==> config.mk <==
export PLATFORM = sky130hd
export DESIGN_NAME = quhb_host_port
export DESIGN_NICKNAME = d
export VERILOG_FILES = /design/src/rtl/quhb_pkg.sv /design/src/rtl/quhb_chan_decode.sv /design/src/rtl/quhb_host_port.sv /design/src/rtl/quhb_irq_pins.sv
export SDC_FILE = /design/constraint.sdc
export NUM_CORES = 1
export LEC_CHECK = 0
export ABC_CLOCK_PERIOD_IN_PS = 2300
export BUFFER_PORTS_ARGS = -buffer_cell sky130_fd_sc_hd__buf_2
export CAP_MARGIN = 25
export CORE_ASPECT_RATIO = 0.6
export CORE_MARGIN = 2
export CORE_UTILIZATION = 50
export DETAILED_ROUTE_END_ITERATION = 10
export GPL_TIMING_DRIVEN = 0
export PLACE_DENSITY = 0.71
export SLEW_MARGIN = 15
export SYNTH_ARGS = -nofsm -noshare
export SYNTH_HDL_FRONTEND = slang
export SYNTH_SLANG_ARGS = --single-unit
==> constraint.sdc <==
create_clock -name clk_sys -period 2.3 [get_ports clk_sys]
set_input_delay 0.575 -clock clk_sys [delete_from_list [all_inputs] [get_ports clk_sys]]
set_output_delay 0.575 -clock clk_sys [all_outputs]
set_load 0.02 [all_outputs]
==> src/rtl/quhb_pkg.sv <==
package quhb_pkg;

  // ---------------------------------------------------------------
  // Host-side geometry
  // ---------------------------------------------------------------
  localparam int         NUM_CHAN     = 4;
  localparam int         NUM_REG      = 8;
  localparam int         CHAN_W       = 2;
  localparam int         HADDR_W      = 3;
  localparam int         IDX_W        = CHAN_W + HADDR_W;
  localparam logic [2:0] MODEM_CTRL_IDX = 3'h4;
  localparam int         MODEM_DRV_BIT  = 3;
  localparam logic [7:0] HOST_REG_RST   = 8'h00;

  // ---------------------------------------------------------------
  // APB register map (byte addresses)
  // ---------------------------------------------------------------
  localparam int         APB_AW_MIN   = 5;
  localparam logic [7:0] OFS_STATUS   = 8'h00;
  localparam logic [7:0] OFS_MASK     = 8'h04;
  localparam logic [7:0] OFS_IRQ_SRC  = 8'h08;
  localparam logic [7:0] OFS_LAST     = 8'h0C;
  localparam logic [7:0] OFS_MCR_VIEW = 8'h10;

  // Status and mask bit positions.
  localparam int         ST_WRITE     = 0;
  localparam int         ST_READ      = 1;
  localparam int         ST_CONFLICT  = 2;
  localparam int         ST_W         = 3;
  localparam logic [2:0] STATUS_RST   = 3'h0;
  localparam logic [2:0] MASK_RST     = 3'h0;
  localparam logic [3:0] IRQ_SRC_RST  = 4'h0;

  // Fields of the last-access register.
  localparam int         LAST_DATA_LSB = 0;
  localparam int         LAST_ADDR_LSB = 8;
  localparam int         LAST_CHAN_LSB = 11;
  localparam int         LAST_WR_BIT   = 13;
  localparam int         LAST_W        = 14;
  localparam logic [13:0] LAST_RST     = 14'h0000;

  typedef enum logic [2:0] {
    HS_IDLE  = 3'b001,
    HS_READ  = 3'b010,
    HS_WRITE = 3'b100
  } quhb_state_type;

endpackage

==> src/rtl/quhb_chan_decode.sv <==
`timescale 1ns/1ps
`default_nettype none

module quhb_chan_decode (
  input  wire logic       busStyleSel,  // High: per-channel select style.
  input  wire logic [3:0] selPins_n,    // Select pins A..D as sampled.
  output logic [1:0]      chanIdx,      // Channel reached by the access.
  output logic            chanHit,      // An access is selected.
  output logic            selConflict   // Strap high: more than one channel select low.
);

  logic [2:0] lowCount;

  always_comb begin
    lowCount = 3'h0;
    for (int i = 0; i < quhb_pkg::NUM_CHAN; i++) begin
      lowCount = lowCount + {2'h0, ~selPins_n[i]};
    end
    chanIdx     = 2'h0;
    chanHit     = 1'b0;
    selConflict = 1'b0;
    if (busStyleSel) begin
      selConflict = (lowCount > 3'h1);
      chanHit     = (lowCount == 3'h1);
      for (int i = 0; i < quhb_pkg::NUM_CHAN; i++) begin
        if (!selPins_n[i]) begin
          chanIdx = 2'(i);
        end
      end
    end else begin
      // The last select pin is ignored here; the host keeps it high.
      chanHit = ~selPins_n[0];
      chanIdx = {selPins_n[2], selPins_n[1]};
    end
  end

endmodule

`default_nettype wire

==> src/rtl/quhb_host_port.sv <==
`timescale 1ns/1ps
`default_nettype none
// Operation
// [RQ1] Strap high: write strobe rise commits byte.
// [RQ2] Strap low: write pin is read/write direction.
// [RQ3] Strap high: four selects, one per channel.
// [RQ4] Strap low: select A is device select.
// [RQ5] Strap low: selects B, C are channel bits.
// [RQ6] Strap low: host holds select D high.
// [RQ7] Strap high: pin A follows channel A drive bit.
// [RQ8] Strap high: pins B-D follow own drive bits.
// [RQ9] Strap low: pin A is open-drain device interrupt.
// [RQ10] Strap low: pins B-D held at zero.
// [RQ11] Strap high, force high: all pins driven.
// [RQ12] Force low: drive bit alone decides driving.
// [RQ13] Host keeps force low in strap-low style.
// [RQ14] Force input active high, inactive when open.
// [RQ15] Three address lines pick one of eight registers.
// [RQ16] Strap high: read strobe low drives addressed byte.
// [RQ17] Channel bits decode 00 A to 11 D.
// [RQ18] Host asserts at most one channel select.

module quhb_host_port #(
  parameter int APB_AW = 8                    // APB address width.
) (
  input  wire logic              clk_sys,          // 125 MHz clock.
  input  wire logic              rstn,             // Async reset, low.
  input  wire logic              psel,             // APB select.
  input  wire logic              penable,          // APB enable.
  input  wire logic              pwrite,           // APB direction.
  input  wire logic [APB_AW-1:0] paddr,            // APB byte address.
  input  wire logic [31:0]       pwdata,           // APB write data.
  output logic                   pready,           // APB ready.
  output logic      [31:0]       prdata,           // APB read data.
  output logic                   pslverr,          // APB error.
  output logic                   irq,              // Level interrupt.
  input  wire logic              busStyleSel,      // Bus style strap.
  input  wire logic              write_strobe_n,   // Write strobe or R/W.
  input  wire logic              read_strobe_n,    // Read strobe.
  input  wire logic              chan_select_a_n,  // Select A or device.
  input  wire logic              chan_select_b_n,  // Select B or A3.
  input  wire logic              chan_select_c_n,  // Select C or A4.
  input  wire logic              chan_select_d_n,  // Select D; unused when strap low.
  input  wire logic [2:0]        hostAddr,         // Register address.
  input  wire logic [7:0]        hostDataIn,       // Data bus input.
  output logic      [7:0]        hostDataOut,      // Data bus output.
  output logic                   hostDataOe_n,     // Data enable, low.
  input  wire logic              irq_force_drive,  // Interrupt force.
  output wire logic              irq_out_a,        // Interrupt pin A.
  output wire logic              irq_out_a_oe_n,   // Pin A enable, low.
  output wire logic              irq_out_b,        // Interrupt pin B.
  output wire logic              irq_out_b_oe_n,   // Pin B enable, low.
  output wire logic              irq_out_c,        // Interrupt pin C.
  output wire logic              irq_out_c_oe_n,   // Pin C enable, low.
  output wire logic              irq_out_d,        // Interrupt pin D.
  output wire logic              irq_out_d_oe_n    // Pin D enable, low.
);

  if (APB_AW < quhb_pkg::APB_AW_MIN) begin : g_chk
    $error("APB_AW too small for the register map.");
  end

  localparam int NIDX = quhb_pkg::NUM_CHAN * quhb_pkg::NUM_REG;

  quhb_pkg::quhb_state_type            state_reg;
  quhb_pkg::quhb_state_type            state_next;
  logic [7:0]                          hostReg [NIDX];
  logic [quhb_pkg::IDX_W-1:0]          accIdx_reg;
  logic [7:0]                          wrData_reg;
  logic [quhb_pkg::ST_W-1:0]           status_reg;
  logic [quhb_pkg::ST_W-1:0]           status_next;
  logic [quhb_pkg::ST_W-1:0]           mask_reg;
  logic [3:0]                          irqSrc_reg;
  logic [quhb_pkg::LAST_W-1:0]         last_reg;
  logic [3:0]                          mcrDrive;
  logic [1:0]                          chanIdx;
  logic                                chanHit;
  logic                                selConflict;
  logic                                rdReq;
  logic                                wrReq;
  logic                                commitWr;
  logic                                startRd;
  logic                                evConflict;
  logic                                apbAccess;
  logic                                statusClr;
  logic [3:0]                          irqVal;
  logic [3:0]                          irqOe_n;

  // ---------------------------------------------------------------
  // Channel decode and host request terms
  // ---------------------------------------------------------------
  quhb_chan_decode u_decode (
    .busStyleSel (busStyleSel),
    .selPins_n   ({chan_select_d_n, chan_select_c_n,
                   chan_select_b_n, chan_select_a_n}),
    .chanIdx     (chanIdx),
    .chanHit     (chanHit),
    .selConflict (selConflict)
  ); // RQ3 RQ4 RQ5 RQ17

  // The write pin is a strobe in one style and a direction line in the
  // other; a low level asks for a write in both.
  assign wrReq = chanHit & ~write_strobe_n; // RQ1 RQ2
  assign rdReq = chanHit & (busStyleSel ? ~read_strobe_n
                                        : write_strobe_n); // RQ2 RQ16
  assign evConflict = selConflict & (~write_strobe_n | ~read_strobe_n);

  // ---------------------------------------------------------------
  // Host access sequencer
  // ---------------------------------------------------------------
  always_comb begin
    state_next = state_reg;
    commitWr   = 1'b0;
    startRd    = 1'b0;
    unique case (state_reg)
      quhb_pkg::HS_IDLE: begin
        if (busStyleSel && rdReq) begin
          state_next = quhb_pkg::HS_READ;
          startRd    = 1'b1;
        end else if (wrReq) begin
          state_next = quhb_pkg::HS_WRITE;
        end else if (rdReq) begin
          state_next = quhb_pkg::HS_READ;
          startRd    = 1'b1;
        end
      end
      quhb_pkg::HS_READ: begin
        if (!rdReq) begin
          state_next = quhb_pkg::HS_IDLE;
        end
      end
      quhb_pkg::HS_WRITE: begin
        if (!wrReq) begin
          state_next = quhb_pkg::HS_IDLE;
          // Strap high: a lost select aborts and only the strobe rise commits; strap low: select A rise commits, a direction change aborts.
          commitWr   = busStyleSel ? write_strobe_n
                                   : chan_select_a_n; // RQ1 RQ2
        end
      end
    endcase
  end

  always_ff @(posedge clk_sys or negedge rstn) begin
    if (!rstn) begin
      state_reg <= quhb_pkg::HS_IDLE;
    end else begin
      state_reg <= state_next;
    end
  end

  // Address is taken at the start of a read and followed while a write
  // strobe stays low, so the byte lands where the lines point at the end.
  always_ff @(posedge clk_sys or negedge rstn) begin
    if (!rstn) begin
      accIdx_reg <= '0;
      wrData_reg <= quhb_pkg::HOST_REG_RST;
    end else if (startRd || state_next == quhb_pkg::HS_WRITE) begin
      accIdx_reg <= {chanIdx, hostAddr}; // RQ15
      wrData_reg <= hostDataIn;
    end
  end

  // ---------------------------------------------------------------
  // Channel register storage
  // ---------------------------------------------------------------
  always_ff @(posedge clk_sys or negedge rstn) begin
    if (!rstn) begin
      for (int i = 0; i < NIDX; i++) begin
        hostReg[i] <= quhb_pkg::HOST_REG_RST;
      end
    end else if (commitWr) begin
      hostReg[accIdx_reg] <= wrData_reg; // RQ1 RQ15
    end
  end

  for (genvar c = 0; c < quhb_pkg::NUM_CHAN; c++) begin : g_mcr
    assign mcrDrive[c] =
      hostReg[{2'(c), quhb_pkg::MODEM_CTRL_IDX}][quhb_pkg::MODEM_DRV_BIT];
  end

  // Bus is only driven once the read has stood a full cycle, which keeps
  // the data stable for the whole time the enable is low.
  always_ff @(posedge clk_sys or negedge rstn) begin
    if (!rstn) begin
      hostDataOut  <= quhb_pkg::HOST_REG_RST;
      hostDataOe_n <= 1'b1;
    end else begin
      hostDataOut  <= hostReg[accIdx_reg];
      hostDataOe_n <= ~(state_reg == quhb_pkg::HS_READ &&
                        state_next == quhb_pkg::HS_READ); // RQ16
    end
  end

  // ---------------------------------------------------------------
  // Interrupt pins
  // ---------------------------------------------------------------
  // The force input has no pull inside the core; an open pin must be
  // tied low at the pad, so a floating input is read as inactive.
  quhb_irq_pins u_irq (
    .clk_sys     (clk_sys),
    .rstn        (rstn),
    .busStyleSel (busStyleSel),
    .forceDrive  (irq_force_drive), // RQ14
    .mcrDrive    (mcrDrive),
    .chanIrq     (irqSrc_reg),
    .irqVal      (irqVal),
    .irqOe_n     (irqOe_n)
  );

  assign irq_out_a      = irqVal[0];
  assign irq_out_a_oe_n = irqOe_n[0];
  assign irq_out_b      = irqVal[1];
  assign irq_out_b_oe_n = irqOe_n[1];
  assign irq_out_c      = irqVal[2];
  assign irq_out_c_oe_n = irqOe_n[2];
  assign irq_out_d      = irqVal[3];
  assign irq_out_d_oe_n = irqOe_n[3];

  // ---------------------------------------------------------------
  // APB slave
  // ---------------------------------------------------------------
  assign apbAccess = psel & penable & ~pready;
  assign statusClr = apbAccess & ~pwrite &
                     (paddr == APB_AW'(quhb_pkg::OFS_STATUS));

  always_comb begin
    status_next = status_reg;
    if (statusClr) begin
      status_next = '0;
    end
    // Set wins over the read clear in the same cycle.
    status_next[quhb_pkg::ST_WRITE]    = status_next[quhb_pkg::ST_WRITE]
                                         | commitWr;
    status_next[quhb_pkg::ST_READ]     = status_next[quhb_pkg::ST_READ]
                                         | startRd;
    status_next[quhb_pkg::ST_CONFLICT] = status_next[quhb_pkg::ST_CONFLICT]
                                         | evConflict;
  end

  always_ff @(posedge clk_sys or negedge rstn) begin
    if (!rstn) begin
      status_reg <= quhb_pkg::STATUS_RST;
      irq        <= 1'b0;
    end else begin
      status_reg <= status_next;
      irq        <= |(status_next & mask_reg);
    end
  end

  always_ff @(posedge clk_sys or negedge rstn) begin
    if (!rstn) begin
      last_reg <= quhb_pkg::LAST_RST;
    end else if (commitWr || startRd) begin
      last_reg <= {commitWr, accIdx_reg,
                   commitWr ? wrData_reg : 8'h00};
    end
  end

  always_ff @(posedge clk_sys or negedge rstn) begin
    if (!rstn) begin
      pready     <= 1'b0;
      prdata     <= 32'h0000_0000;
      pslverr    <= 1'b0;
      mask_reg   <= quhb_pkg::MASK_RST;
      irqSrc_reg <= quhb_pkg::IRQ_SRC_RST;
    end else begin
      pready  <= apbAccess;
      prdata  <= 32'h0000_0000;
      pslverr <= 1'b0;
      if (apbAccess) begin
        if (paddr == APB_AW'(quhb_pkg::OFS_STATUS)) begin
          prdata <= 32'(status_reg);
        end else if (paddr == APB_AW'(quhb_pkg::OFS_MASK)) begin
          prdata <= 32'(mask_reg);
          if (pwrite) begin
            mask_reg <= pwdata[quhb_pkg::ST_W-1:0];
          end
        end else if (paddr == APB_AW'(quhb_pkg::OFS_IRQ_SRC)) begin
          prdata <= 32'(irqSrc_reg);
          if (pwrite) begin
            irqSrc_reg <= pwdata[3:0];
          end
        end else if (paddr == APB_AW'(quhb_pkg::OFS_LAST)) begin
          prdata <= 32'(last_reg);
        end else if (paddr == APB_AW'(quhb_pkg::OFS_MCR_VIEW)) begin
          prdata <= 32'(mcrDrive);
        end else begin
          pslverr <= 1'b1;
        end
      end
    end
  end
endmodule

`default_nettype wire

==> src/rtl/quhb_irq_pins.sv <==
`timescale 1ns/1ps
`default_nettype none

module quhb_irq_pins (
  input  wire logic       clk_sys,      // System clock.
  input  wire logic       rstn,         // Asynchronous reset, active low.
  input  wire logic       busStyleSel,  // High: per-channel select style.
  input  wire logic       forceDrive,   // Interrupt force input.
  input  wire logic [3:0] mcrDrive,     // Drive bit of each channel.
  input  wire logic [3:0] chanIrq,      // Interrupt level per channel.
  output logic      [3:0] irqVal,       // Pin output values.
  output logic      [3:0] irqOe_n       // Pin enables, low drives.
);

  // ---------------------------------------------------------------
  // Per-channel pin drivers
  // ---------------------------------------------------------------
  for (genvar i = 0; i < quhb_pkg::NUM_CHAN; i++) begin : g_pin
    always_ff @(posedge clk_sys or negedge rstn) begin
      if (!rstn) begin
        irqVal[i]  <= 1'b0;
        irqOe_n[i] <= 1'b1;
      end else if (busStyleSel) begin
        irqVal[i]  <= chanIrq[i];
        irqOe_n[i] <= ~(forceDrive | mcrDrive[i]); // RQ7 RQ8 RQ11 RQ12
      end else if (i == 0) begin
        // Open drain: only ever pulls low, never drives high.
        irqVal[i]  <= 1'b0;
        irqOe_n[i] <= ~(|chanIrq); // RQ9
      end else begin
        irqVal[i]  <= 1'b0;
        irqOe_n[i] <= 1'b0; // RQ10
      end
    end
  end

endmodule

`default_nettype wire

==> results of run 1 <==
==> per-layer routing <==
layer | up-vias | GRT usage (%)
met4 | 0 | 5.80
met3 | 92 | 10.3
li1 | 4595 | -
met1 | 5700 | 42.6
met5 | - | 0
met2 | 494 | 38.4
==> final timing paths <==
path | from | slack (ns) | endpoint | depth (start not counted)
max in group asynchronous | rstn | 0.65 | hostReg[113] | 4
min | rstn | -0.04 | hostReg[186] | 1
min in group clk_sys | irq_force_drive | 0.15 | u_irq.irqOe_n[0] | 2
min reg2reg | last_reg[13] | 0.48 | last_reg[13] | 1
max reg2reg | accIdx_reg[0] | -0.006 | hostDataOut[7] | 9
max | accIdx_reg[0] | -0.006 | hostDataOut[7] | 9
==> area by class of cell <==
cell class	count	area (um2)	share of cell area (%)
Buffer	103	774	4.05
Inverter	13	61.3	0.321
Sequential cell	330	8270	43.2
Timing Repair Buffer	138	1190	6.24
Multi-Input combinational cell	705	7270	38.0
Clock inverter	6	97.6	0.510
Tap cell	408	510	2.67
Clock buffer	49	943	4.93
Antenna cell	3	7.51	0.0393
==> through the flow <==
step | setup TNS [ns] | instances | utilization, % | instance area [um2]
2_1_floorplan | -7.57 | 1157 | - | 15700
3_3_place_gp | -1918.26 | 1634 | 54.7 | 16600
3_5_place_dp | -139.86 | 1639 | 55.0 | 16700
4_1_cts | -0.0249 | 1723 | 61.3 | 18600
5_1_grt | -0.157 | 1752 | 63.1 | 19100
6_report | -0.00634 | 1755 | 63.1 | 19100
==> repair_timing <==
action / in CTS / in global routing
buffers inserted: 29 / 29
gates resized for setup: 115 / 59
hold endpoints to repair: 10 / 0
gates cloned: 1 / 3
pin swaps: 30 / 12
endpoints found under the setup margin: 258 / 201
hold buffers: 1 / 0
==> power groups by stage <==
stage	sequential, W	combinational [W]	clock (W)
after floorplan	0.00772	0.00413	0
after global placement	0.00797	0.00613	0
after detailed placement	0.00801	0.00627	0
after CTS	0.00794	0.00691	0.00534
after global routing	0.00814	0.00822	0.00559
final	0.00801	0.00787	0.00530
==> logic make-up after synthesis <==
logic type	share of synthesized area (%)
compound gates	6.20
other cells	0.0241
mux	29.1
xor+xnor	0.0563
simple gates	7.42
flops	53.2
buf+inv	3.69
fa+ha+maj	0.370
==> cells in the final DEF, fill, tap and decap left out, types with 23 or more instances in the layout <==
master,netlist,layout
dfrtp_1,324,321
buf_4,19,69
buf_2,24,74
mux2i_1,74,59
clkbuf_1,57,50
o22ai_1,31,23
mux2_2,261,260
clkbuf_16,0,34
mux4_2,32,32
nand2_1,27,27
==> impl_metrics.py, run 1 <==
metrics = {
    "place": {
        "portBuffers": 69,
        "dp_slack_ns": -1.30,
        "place_congestion": 0.952,
        "dp_hpwl_mm": 30.8,
    },
    "critical_path": {
        "cp-end-kind": "flop",
        "path_buf_inv": 5,
        "crit_path_max_incr_delay_ns": 0.47,
        "required_ns": 2.71,
        "cp_top_family": "buffers and inverters",
        "critPathArrivalTime_ns": 2.71,
        "cp_common_cell": "buf_12",
        "start_kind": "flop",
        "cp_max_fo": 10,
        "worst-setup-path-type": "flop to flop",
        "cp_cell_sequence": "buf_6, buf_12, buf_16, buf_12, buf_4, mux2i_1, o22ai_1, nor4_4, o211ai_1",
        "crit_path_top_delay_cell": "nor4_4",
    },
    "global_route": {
        "track_usage_pct": 28.1,
        "grt_start_max_net_pins": 109,
        "grt_pass1_wl_mm": 68.2,
        "antenna_found_initial": 3,
        "overflow": 0,
        "grt_pass1_vias": 10800,
    },
    "floorplanning": {
        "floorplan.initialDensity_pct": 51.3,
        "core-area_um2": 30300,
        "io_pins": 116,
        "die-area_um2": 32600,
        "die_h_um": 141,
        "core.rowCount": 49,
        "die_w_um": 232,
    },
    "route": {
        "met2_length_mm": 19.2,
        "drc": 0,
        "wl_met1_mm": 20.7,
        "routedWlPerCell_um": 26.4,
        "via_per_inst": 6.20,
        "drtPass1Iterations": 5,
        "wirelength_mm": 46.3,
        "highest_layer": "met4",
        "met3_wirelength_mm": 5.40,
        "vias": 10900,
        "drt_iter0_markers": 1030,
        "antenna_left": 0,
    },
    "finish": {
        "layout.nets": 1389,
        "drive_gt1_share_pct": 46.8,
        "largest_reg_flops": 256,
        "syn_to_final_growth_pct": 23.0,
        "nFillCells": 2184,
    },
    "power": {
        "switching_power_w": 0.00773,
        "p_per_area_nw_per_um2": 1110,
        "leakage_nw": 9.19,
        "p_comb_share_pct": 37.2,
        "ir_drop_v": 0.000706,
        "swShare_pct": 36.5,
        "pwr-share-clk_pct": 25.0,
        "fin_total_pwr_w": 0.0212,
        "p_seq_share_pct": 37.8,
        "internal-power_w": 0.0134,
    },
    "timing": {
        "worst_pin_slew_ns": 1.04,
        "whs_ns": -0.0396,
        "setup_slack_ns": -0.00634,
        "min_period_ns": 2.31,
        "relSlewSlack_pct": 30.7,
        "hold_viol": 68,
        "fin_skew_ns": 0.0134,
        "slew_violations": 0,
        "rsz0062_at_grt": "yes",
        "finalCritPeriodShare_pct": 100,
        "fmax_ghz": 0.434,
        "setup_viol": 1,
    },
    "logic_synthesis": {
        "yosysTopAreaCell": "dfrtp_1",
        "synth_top_area_share_pct": 52.1,
        "yosys_warnings": 0,
        "synth_edf_count": 0,
        "ys_ff_latch": 330,
        "syn_inst": 1140,
        "syn_avg_cell_area_um2": 13.6,
        "ys_top_cells_by_area": "dfrtp_1 52%, mux2_2 19%, mux2i_1 4.8%, mux4_2 4.6%, clkbuf_1 1.4%",
        "yosysMostFrequentCell": "dfrtp_1",
        "async_flop_share_pct": 100,
        "synth_seq_area_share_pct": 53.2,
        "synth_common_cells": "324 x dfrtp_1, 261 x mux2_2, 74 x mux2i_1",
        "synth_ff_type": "dfrtp_1",
        "yosysUniqueCellTypes": 64,
        "netlist_area_um2": 15500,
    },
    "hold_path": {
        "min_path_type": "input pin to asynchronous set/reset pin",
    },
    "clock_tree": {
        "cts_made_buffers": 30,
        "clock_latency_ns": 0.58,
        "cts_buffer_depth": 3,
        "tritoncts": "built",
        "path_clk_slew_ns": 0.07,
        "htree_num_levels": 1,
        "cts_root_buf": "clkbuf_16",
        "cts_sinks": 330,
    },
    "status": {
        "violations": "negative hold slack, negative setup slack",
        "outcome": "finished, violations left",
    },
    "run": {
        "drv_cap": 0,
    },
}
(Power assumes the default switching activity.)
==> run 2: changes to the inputs <==
Settings changed: REMOVE_ABC_BUFFERS set to 1.
==> impl_metrics.py, run 2 (synthesis results as in run 1) <==
metrics = {
    "status": {
        "outcome": "finished, violations left",
        "violations": "negative setup slack",
    },
    "route": {
        "wirelength_mm": 37.7,
        "via_per_inst": 6.11,
        "vias": 10000,
        "drt_iter0_markers": 837,
        "routedWlPerCell_um": 23.0,
        "antenna_left": 0,
        "drc": 0,
        "drtPass1Iterations": 5,
    },
    "power": {
        "fin_total_pwr_w": 0.0192,
        "p_seq_share_pct": 44.2,
        "swShare_pct": 34.1,
        "p_per_area_nw_per_um2": 1060,
        "ir_drop_v": 0.000587,
        "pwr-share-clk_pct": 26.1,
        "p_comb_share_pct": 29.7,
        "switching_power_w": 0.00653,
        "internal-power_w": 0.0126,
        "leakage_nw": 8.81,
    },
    "clock_tree": {
        "htree_num_levels": 1,
        "path_clk_slew_ns": 0.06,
        "cts_sinks": 330,
        "clock_latency_ns": 0.57,
        "cts_buffer_depth": 3,
        "cts_made_buffers": 30,
        "tritoncts": "built",
        "cts_root_buf": "clkbuf_16",
    },
    "place": {
        "portBuffers": 69,
        "dp_hpwl_mm": 24.4,
        "post-place-cells": 1545,
        "place_congestion": 0.837,
    },
    "global_route": {
        "antenna_found_initial": 1,
        "grt_pass1_vias": 10200,
        "grt_start_max_net_pins": 108,
        "overflow": 0,
        "grt_pass1_wl_mm": 60.3,
        "track_usage_pct": 23.8,
    },
    "timing": {
        "setup_viol": 9,
        "hold_viol": 0,
        "fin_skew_ns": 0.0135,
        "worst_pin_slew_ns": 0.873,
        "whs_ns": 0.161,
        "slew_violations": 0,
        "relSlewSlack_pct": 41.2,
        "rsz0062_at_grt": "yes",
        "finalCritPeriodShare_pct": 101,
        "fmax_ghz": 0.429,
        "finalSetupTns_ns": -0.0985,
        "min_period_ns": 2.33,
        "setup_slack_ns": -0.0322,
    },
    "critical_path": {
        "ff2ff_path_depth": 5,
        "worstReg2RegStart": "accIdx_reg[1]",
        "cp_max_fo": 6,
        "critPathArrivalTime_ns": 2.79,
        "path_buf_inv": 6,
        "worst-setup-path-type": "input pin to flop",
        "setup.worst_path.start": "chan_select_a_n",
        "cp_top_family": "adder cells",
        "cp-end-kind": "flop",
        "path_depth": 13,
        "crit_path_max_incr_delay_ns": 0.34,
        "start_kind": "input pin",
        "required_ns": 2.75,
        "cp_cell_sequence": "buf_8, inv_4, ha_4, inv_2, fa_2, inv_2, ha_4, nor4b_4, buf_6, or2_4, a21oi_4, buf_6, mux2_4",
        "crit_path_top_delay_cell": "fa_2",
    },
    "hold_path": {
        "hold_depth": 2,
        "hp-start": "irq_force_drive",
        "min_path_type": "input pin to flop",
    },
    "finish": {
        "drive_gt1_share_pct": 44.1,
        "multi_input_area_um2": 6990,
        "layout_common_cells": "316 x dfrtp_1, 259 x mux2_2, 74 x mux2i_1",
        "final_common_cell": "dfrtp_1",
        "nFillCells": 2297,
        "layout.nets": 1277,
        "utilization_pct": 59.6,
        "syn_to_final_growth_pct": 16.2,
        "antennaDiodeCount": 0,
        "largest_reg_flops": 256,
        "seq_area_um2": 8290,
        "stdcell_count": 1639,
    },
    "floorplanning": {
        "io_pins": 116,
        "floorplan.initialDensity_pct": 51.3,
        "core.rowCount": 49,
        "die_w_um": 232,
        "die-area_um2": 32600,
        "die_h_um": 141,
        "core-area_um2": 30300,
    },
    "run": {
        "drv_cap": 0,
    },
}
-- run 2: cell count changes in the layout (fill, tap and decap cells not counted), sizes merged --
cell	before	now
buf	186	125
clkbuf	103	42
clkinv	3	11
diode	3	0
bufbuf	0	1
clkinvlp	1	0
or2	1	2
-- run 2: what timing repair did --
item	4_1_cts	5_1_grt
hold endpoints to repair	45	0
gates cloned	3	0
setup endpoints to repair	297	151
pin swaps	17	6
setup buffers	25	8
hold buffers	1	0
resized for setup	45	15
-- run 2: layer usage --
metal | vias up | wire [um] | share of wire [%] | GRT usage, %
met5 | - | 0 | 0 | 0
met4 | 0 | 601 | 1.6 | 4.28
met3 | 49 | 2500 | 6.6 | 4.73
met2 | 284 | 16700 | 44 | 34.7
met1 | 5310 | 17900 | 47 | 37.1
li1 | 4368 | - | - | -
-- run 2: final cells by class --
type	instances	area share, %
well taps	408	2.83
inverters	13	0.298
repair buffers	128	6.87
clock buffers	41	4.66
clock inverters	13	0.741
multi-input cells	706	38.7
flip-flops and latches	330	45.9
-- run 2: path summary, 6_finish.rpt --
check / to / slack [ns]
setup / recovery: last_reg[11] / -0.03
hold / removal: u_irq.irqOe_n[0] / 0.16
setup reg to reg: hostDataOut[7] / -0.01
hold reg to reg: prdata[10] / 0.48
max in group asynchronous: hostReg[105] / 0.44
min in group asynchronous: last_reg[9] / 0.50
-- run 2: metrics by stage --
stage | instance area, um2 | worst slack [ns]
floorplan | 15100 | -3.42
global placement | 15900 | -5.71
detailed placement | 16400 | -1.83
CTS | 17900 | -0.00872
global route | 18100 | -0.102
finish | 18100 | -0.0322
-- run 2: worst register-to-register path, delay by kind of cell (launching register included) --
| family | cells | cell delay (ns) |
|---|---|---|
| flip-flops | 1 | 0.65 |
| buffers and inverters | 1 | 0.18 |
| AND/OR/NAND/NOR | 2 | 0.98 |
| AO/OA/AOI/OAI | 2 | 0.40 |
-- run 2: power groups by stage --
stage	sequential (W)	clock (W)	combinational, W
floorplan	0.00841	0	0.00301
global placement	0.00911	0	0.00377
detailed placement	0.00868	0	0.00501
CTS	0.00848	0.00511	0.00555
global route	0.00867	0.00534	0.00609
finish	0.00847	0.00501	0.00568
==> run 3: changes to the inputs <==
Settings changed: ABC_AREA set to 1, CORE_UTILIZATION 50 to 45, PLACE_DENSITY 0.71 to 0.66.
==> impl_metrics.py, run 3 <==
metrics = {
    "clock_tree": {
        "path_clk_slew_ns": 0.06,
        "htree_num_levels": 1,
        "cts_hold_buf": 0,
        "cts_sinks": 330,
        "cts_root_buf": "clkbuf_16",
        "cts_buffer_depth": 3,
        "clock_latency_ns": 0.57,
        "tritoncts": "built",
        "cts_made_buffers": 31,
    },
    "power": {
        "internal-power_w": 0.0118,
        "switching_power_w": 0.00699,
        "p_comb_share_pct": 30.7,
        "p_seq_share_pct": 41.8,
        "p_per_area_nw_per_um2": 1120,
        "ir_drop_v": 0.000766,
        "pwr-share-clk_pct": 27.6,
        "swShare_pct": 37.2,
        "leakage_nw": 7.97,
    },
    "timing": {
        "setup_viol": 0,
        "relSlewSlack_pct": 46.4,
        "finalCritPeriodShare_pct": 99.1,
        "slew_violations": 0,
        "worst_pin_slew_ns": 0.803,
        "fmax_ghz": 0.439,
        "finalSetupTns_ns": 0,
        "rsz0062_at_grt": "yes",
        "fin_skew_ns": 0.0224,
        "hold_viol": 13,
        "min_period_ns": 2.28,
        "whs_ns": -0.0305,
    },
    "global_route": {
        "overflow": 0,
        "track_usage_pct": 22.4,
        "grt_pass1_wl_mm": 60.5,
        "antenna_found_initial": 0,
        "grt_pass1_vias": 10700,
        "grt_start_max_net_pins": 102,
    },
    "critical_path": {
        "crit_path_max_incr_delay_ns": 0.51,
        "cp_common_cell": "nand2_1",
        "cp_max_fo": 51,
        "r2r_slack_ns": 0.02,
        "required_ns": 2.79,
        "ff2ff_path_depth": 8,
        "crit_path_top_delay_cell": "dfrtp_1",
        "path_buf_inv": 2,
        "critPathArrivalTime_ns": 2.77,
        "start_kind": "flop",
        "reg2reg_to": "hostDataOut[5]",
        "cp_cell_sequence": "nand2_1, inv_6, buf_16, a22oi_1, a21oi_1, or2_2, nor2_1, nand2_1",
        "worst-setup-path-type": "flop to flop",
        "cp-end-kind": "flop",
        "cp_top_family": "compound AO/OA/AOI/OAI gates",
        "worstReg2RegStart": "accIdx_reg[0]",
    },
    "floorplanning": {
        "core.rowCount": 51,
        "die_h_um": 145,
        "core-area_um2": 32500,
        "floorplan.initialDensity_pct": 45.7,
        "io_pins": 116,
        "die-area_um2": 34500,
        "die_w_um": 238,
    },
    "run": {
        "drv_cap": 0,
    },
    "logic_synthesis": {
        "yosys_warnings": 0,
        "ys_top_cells_by_area": "dfrtp_1 55%, nand2_1 8.9%, o21ai_1 7.9%, a22oi_1 6.5%, buf_6 2.6%",
        "synth_seq_area_share_pct": 55.7,
        "synth_common_cells": "351 x nand2_1, 324 x dfrtp_1, 234 x o21ai_1",
        "synth_ff_type": "dfrtp_1",
        "syn_inst": 1531,
        "synth_top_area_share_pct": 54.6,
        "yosysTopAreaCell": "dfrtp_1",
        "syn_avg_cell_area_um2": 9.69,
        "synth_edf_count": 0,
        "ys_ff_latch": 330,
        "yosysMostFrequentCell": "nand2_1",
        "async_flop_share_pct": 100,
        "yosysUniqueCellTypes": 38,
        "netlist_area_um2": 14800,
    },
    "route": {
        "drc": 0,
        "wirelength_mm": 37.5,
        "routedWlPerCell_um": 18.6,
        "antenna_left": 0,
        "via_per_inst": 5.53,
        "drtPass1Iterations": 6,
        "vias": 11100,
        "drt_iter0_markers": 1253,
    },
    "status": {
        "outcome": "finished, violations left",
        "violations": "negative hold slack",
    },
    "finish": {
        "final_common_cell": "nand2_1",
        "syn_to_final_growth_pct": 12.6,
        "layout.nets": 1635,
        "drive_gt1_share_pct": 19.9,
        "antennaDiodeCount": 0,
        "stdcell_count": 2013,
        "largest_reg_flops": 256,
        "layout_common_cells": "331 x nand2_1, 323 x dfrtp_1, 234 x o21ai_1",
        "nFillCells": 2868,
    },
    "place": {
        "place_congestion": 0.925,
        "dp_hpwl_mm": 23.4,
        "post-place-cells": 1939,
        "portBuffers": 69,
    },
    "hold_path": {
        "min_path_type": "input pin to asynchronous set/reset pin",
    },
}
-- run 3: cell count changes after synthesis, sizes merged, moves of 33 or more --
| cell | previous run | this run |
|---|---|---|
| a21oi | 13 | 72 |
| a22oi | 10 | 128 |
| inv | 13 | 72 |
| mux2 | 269 | 1 |
| mux2i | 74 | 0 |
| nand2 | 27 | 388 |
| nor2 | 16 | 51 |
| o21ai | 9 | 284 |
| or2 | 1 | 34 |
-- run 3: metrics by stage --
step / total power [W] / utilization (%) / cell area [um2] / setup slack, ns
after floorplan: 0.0109 / - / 14100 / -0.659
after global placement: 0.0125 / 46.1 / 15000 / -5.62
after detailed placement: 0.0132 / 47.0 / 15300 / -1.05
after CTS: 0.0187 / 51.1 / 16600 / -0.0375
after global routing: 0.0198 / 51.5 / 16700 / -0.0829
final: 0.0188 / 51.5 / 16700 / 0.0209
-- run 3: area by class of cell --
cell class / count / area (um2) / area share [%]
Clock inverter: 9 / 76.3 / 0.457
Multi-Input combinational cell: 1035 / 5770 / 34.5
Timing Repair Buffer: 97 / 828 / 4.95
Sequential cell: 330 / 8270 / 49.4
Clock buffer: 46 / 952 / 5.70
Inverter: 72 / 295 / 1.77
Tap cell: 424 / 531 / 3.17
-- run 3: worst max-delay path by stage --
stage / startpoint / endpoint / slack, ns / cells past startpoint
after floorplan: accIdx_reg[1] / hostReg[152] / -0.66 / 4
after global placement: rstn / hostReg[228] / -5.62 / 1
after detailed placement: chan_select_a_n / last_reg[6] / -1.05 / 15
after CTS: chan_select_b_n / wrData_reg[6] / -0.04 / 19
after global routing: chan_select_b_n / accIdx_reg[4] / -0.08 / 19
final: accIdx_reg[0] / hostDataOut[5] / 0.02 / 8
-- run 3: timing repair --
| action | CTS | global route |
|---|---|---|
| buffers inserted | 9 | 8 |
| setup endpoints to repair | 37 | 37 |
| cloned | 2 | 0 |
| pin swaps | 14 | 12 |
| resized for setup | 42 | 19 |
-- run 3: cells by family (layout without fill, tap and decap cells) --
kind of cell	Yosys count	in the layout	share of synthesized area [%]
simple gates	517	518	17.0
compound gates	494	494	19.5
flops	330	330	55.7
buf+inv	184	224	7.24
fa+ha+maj	4	4	0.388
other cells	1	18	0.0253
mux	1	1	0.0759
-- run 3: power groups by stage --
stage	clock, W	sequential, W	combinational (W)
floorplan	0	0.00781	0.00313
global route	0.00553	0.00799	0.00629
detailed placement	0	0.00792	0.00525
finish	0.00518	0.00785	0.00576
CTS	0.00526	0.00783	0.00559
global placement	0	0.00784	0.00465
-- run 3: metal layers --
| layer | part of all wire (%) | vias to the layer above | GRT usage [%] |
|---|---|---|---|
| met1 | 49 | 5499 | 34.8 |
| met3 | 7.0 | 44 | 4.40 |
| met5 | 0 | - | 0 |
| li1 | - | 5260 | - |
| met4 | 1.3 | 0 | 3.59 |
| met2 | 42 | 319 | 33.1 |
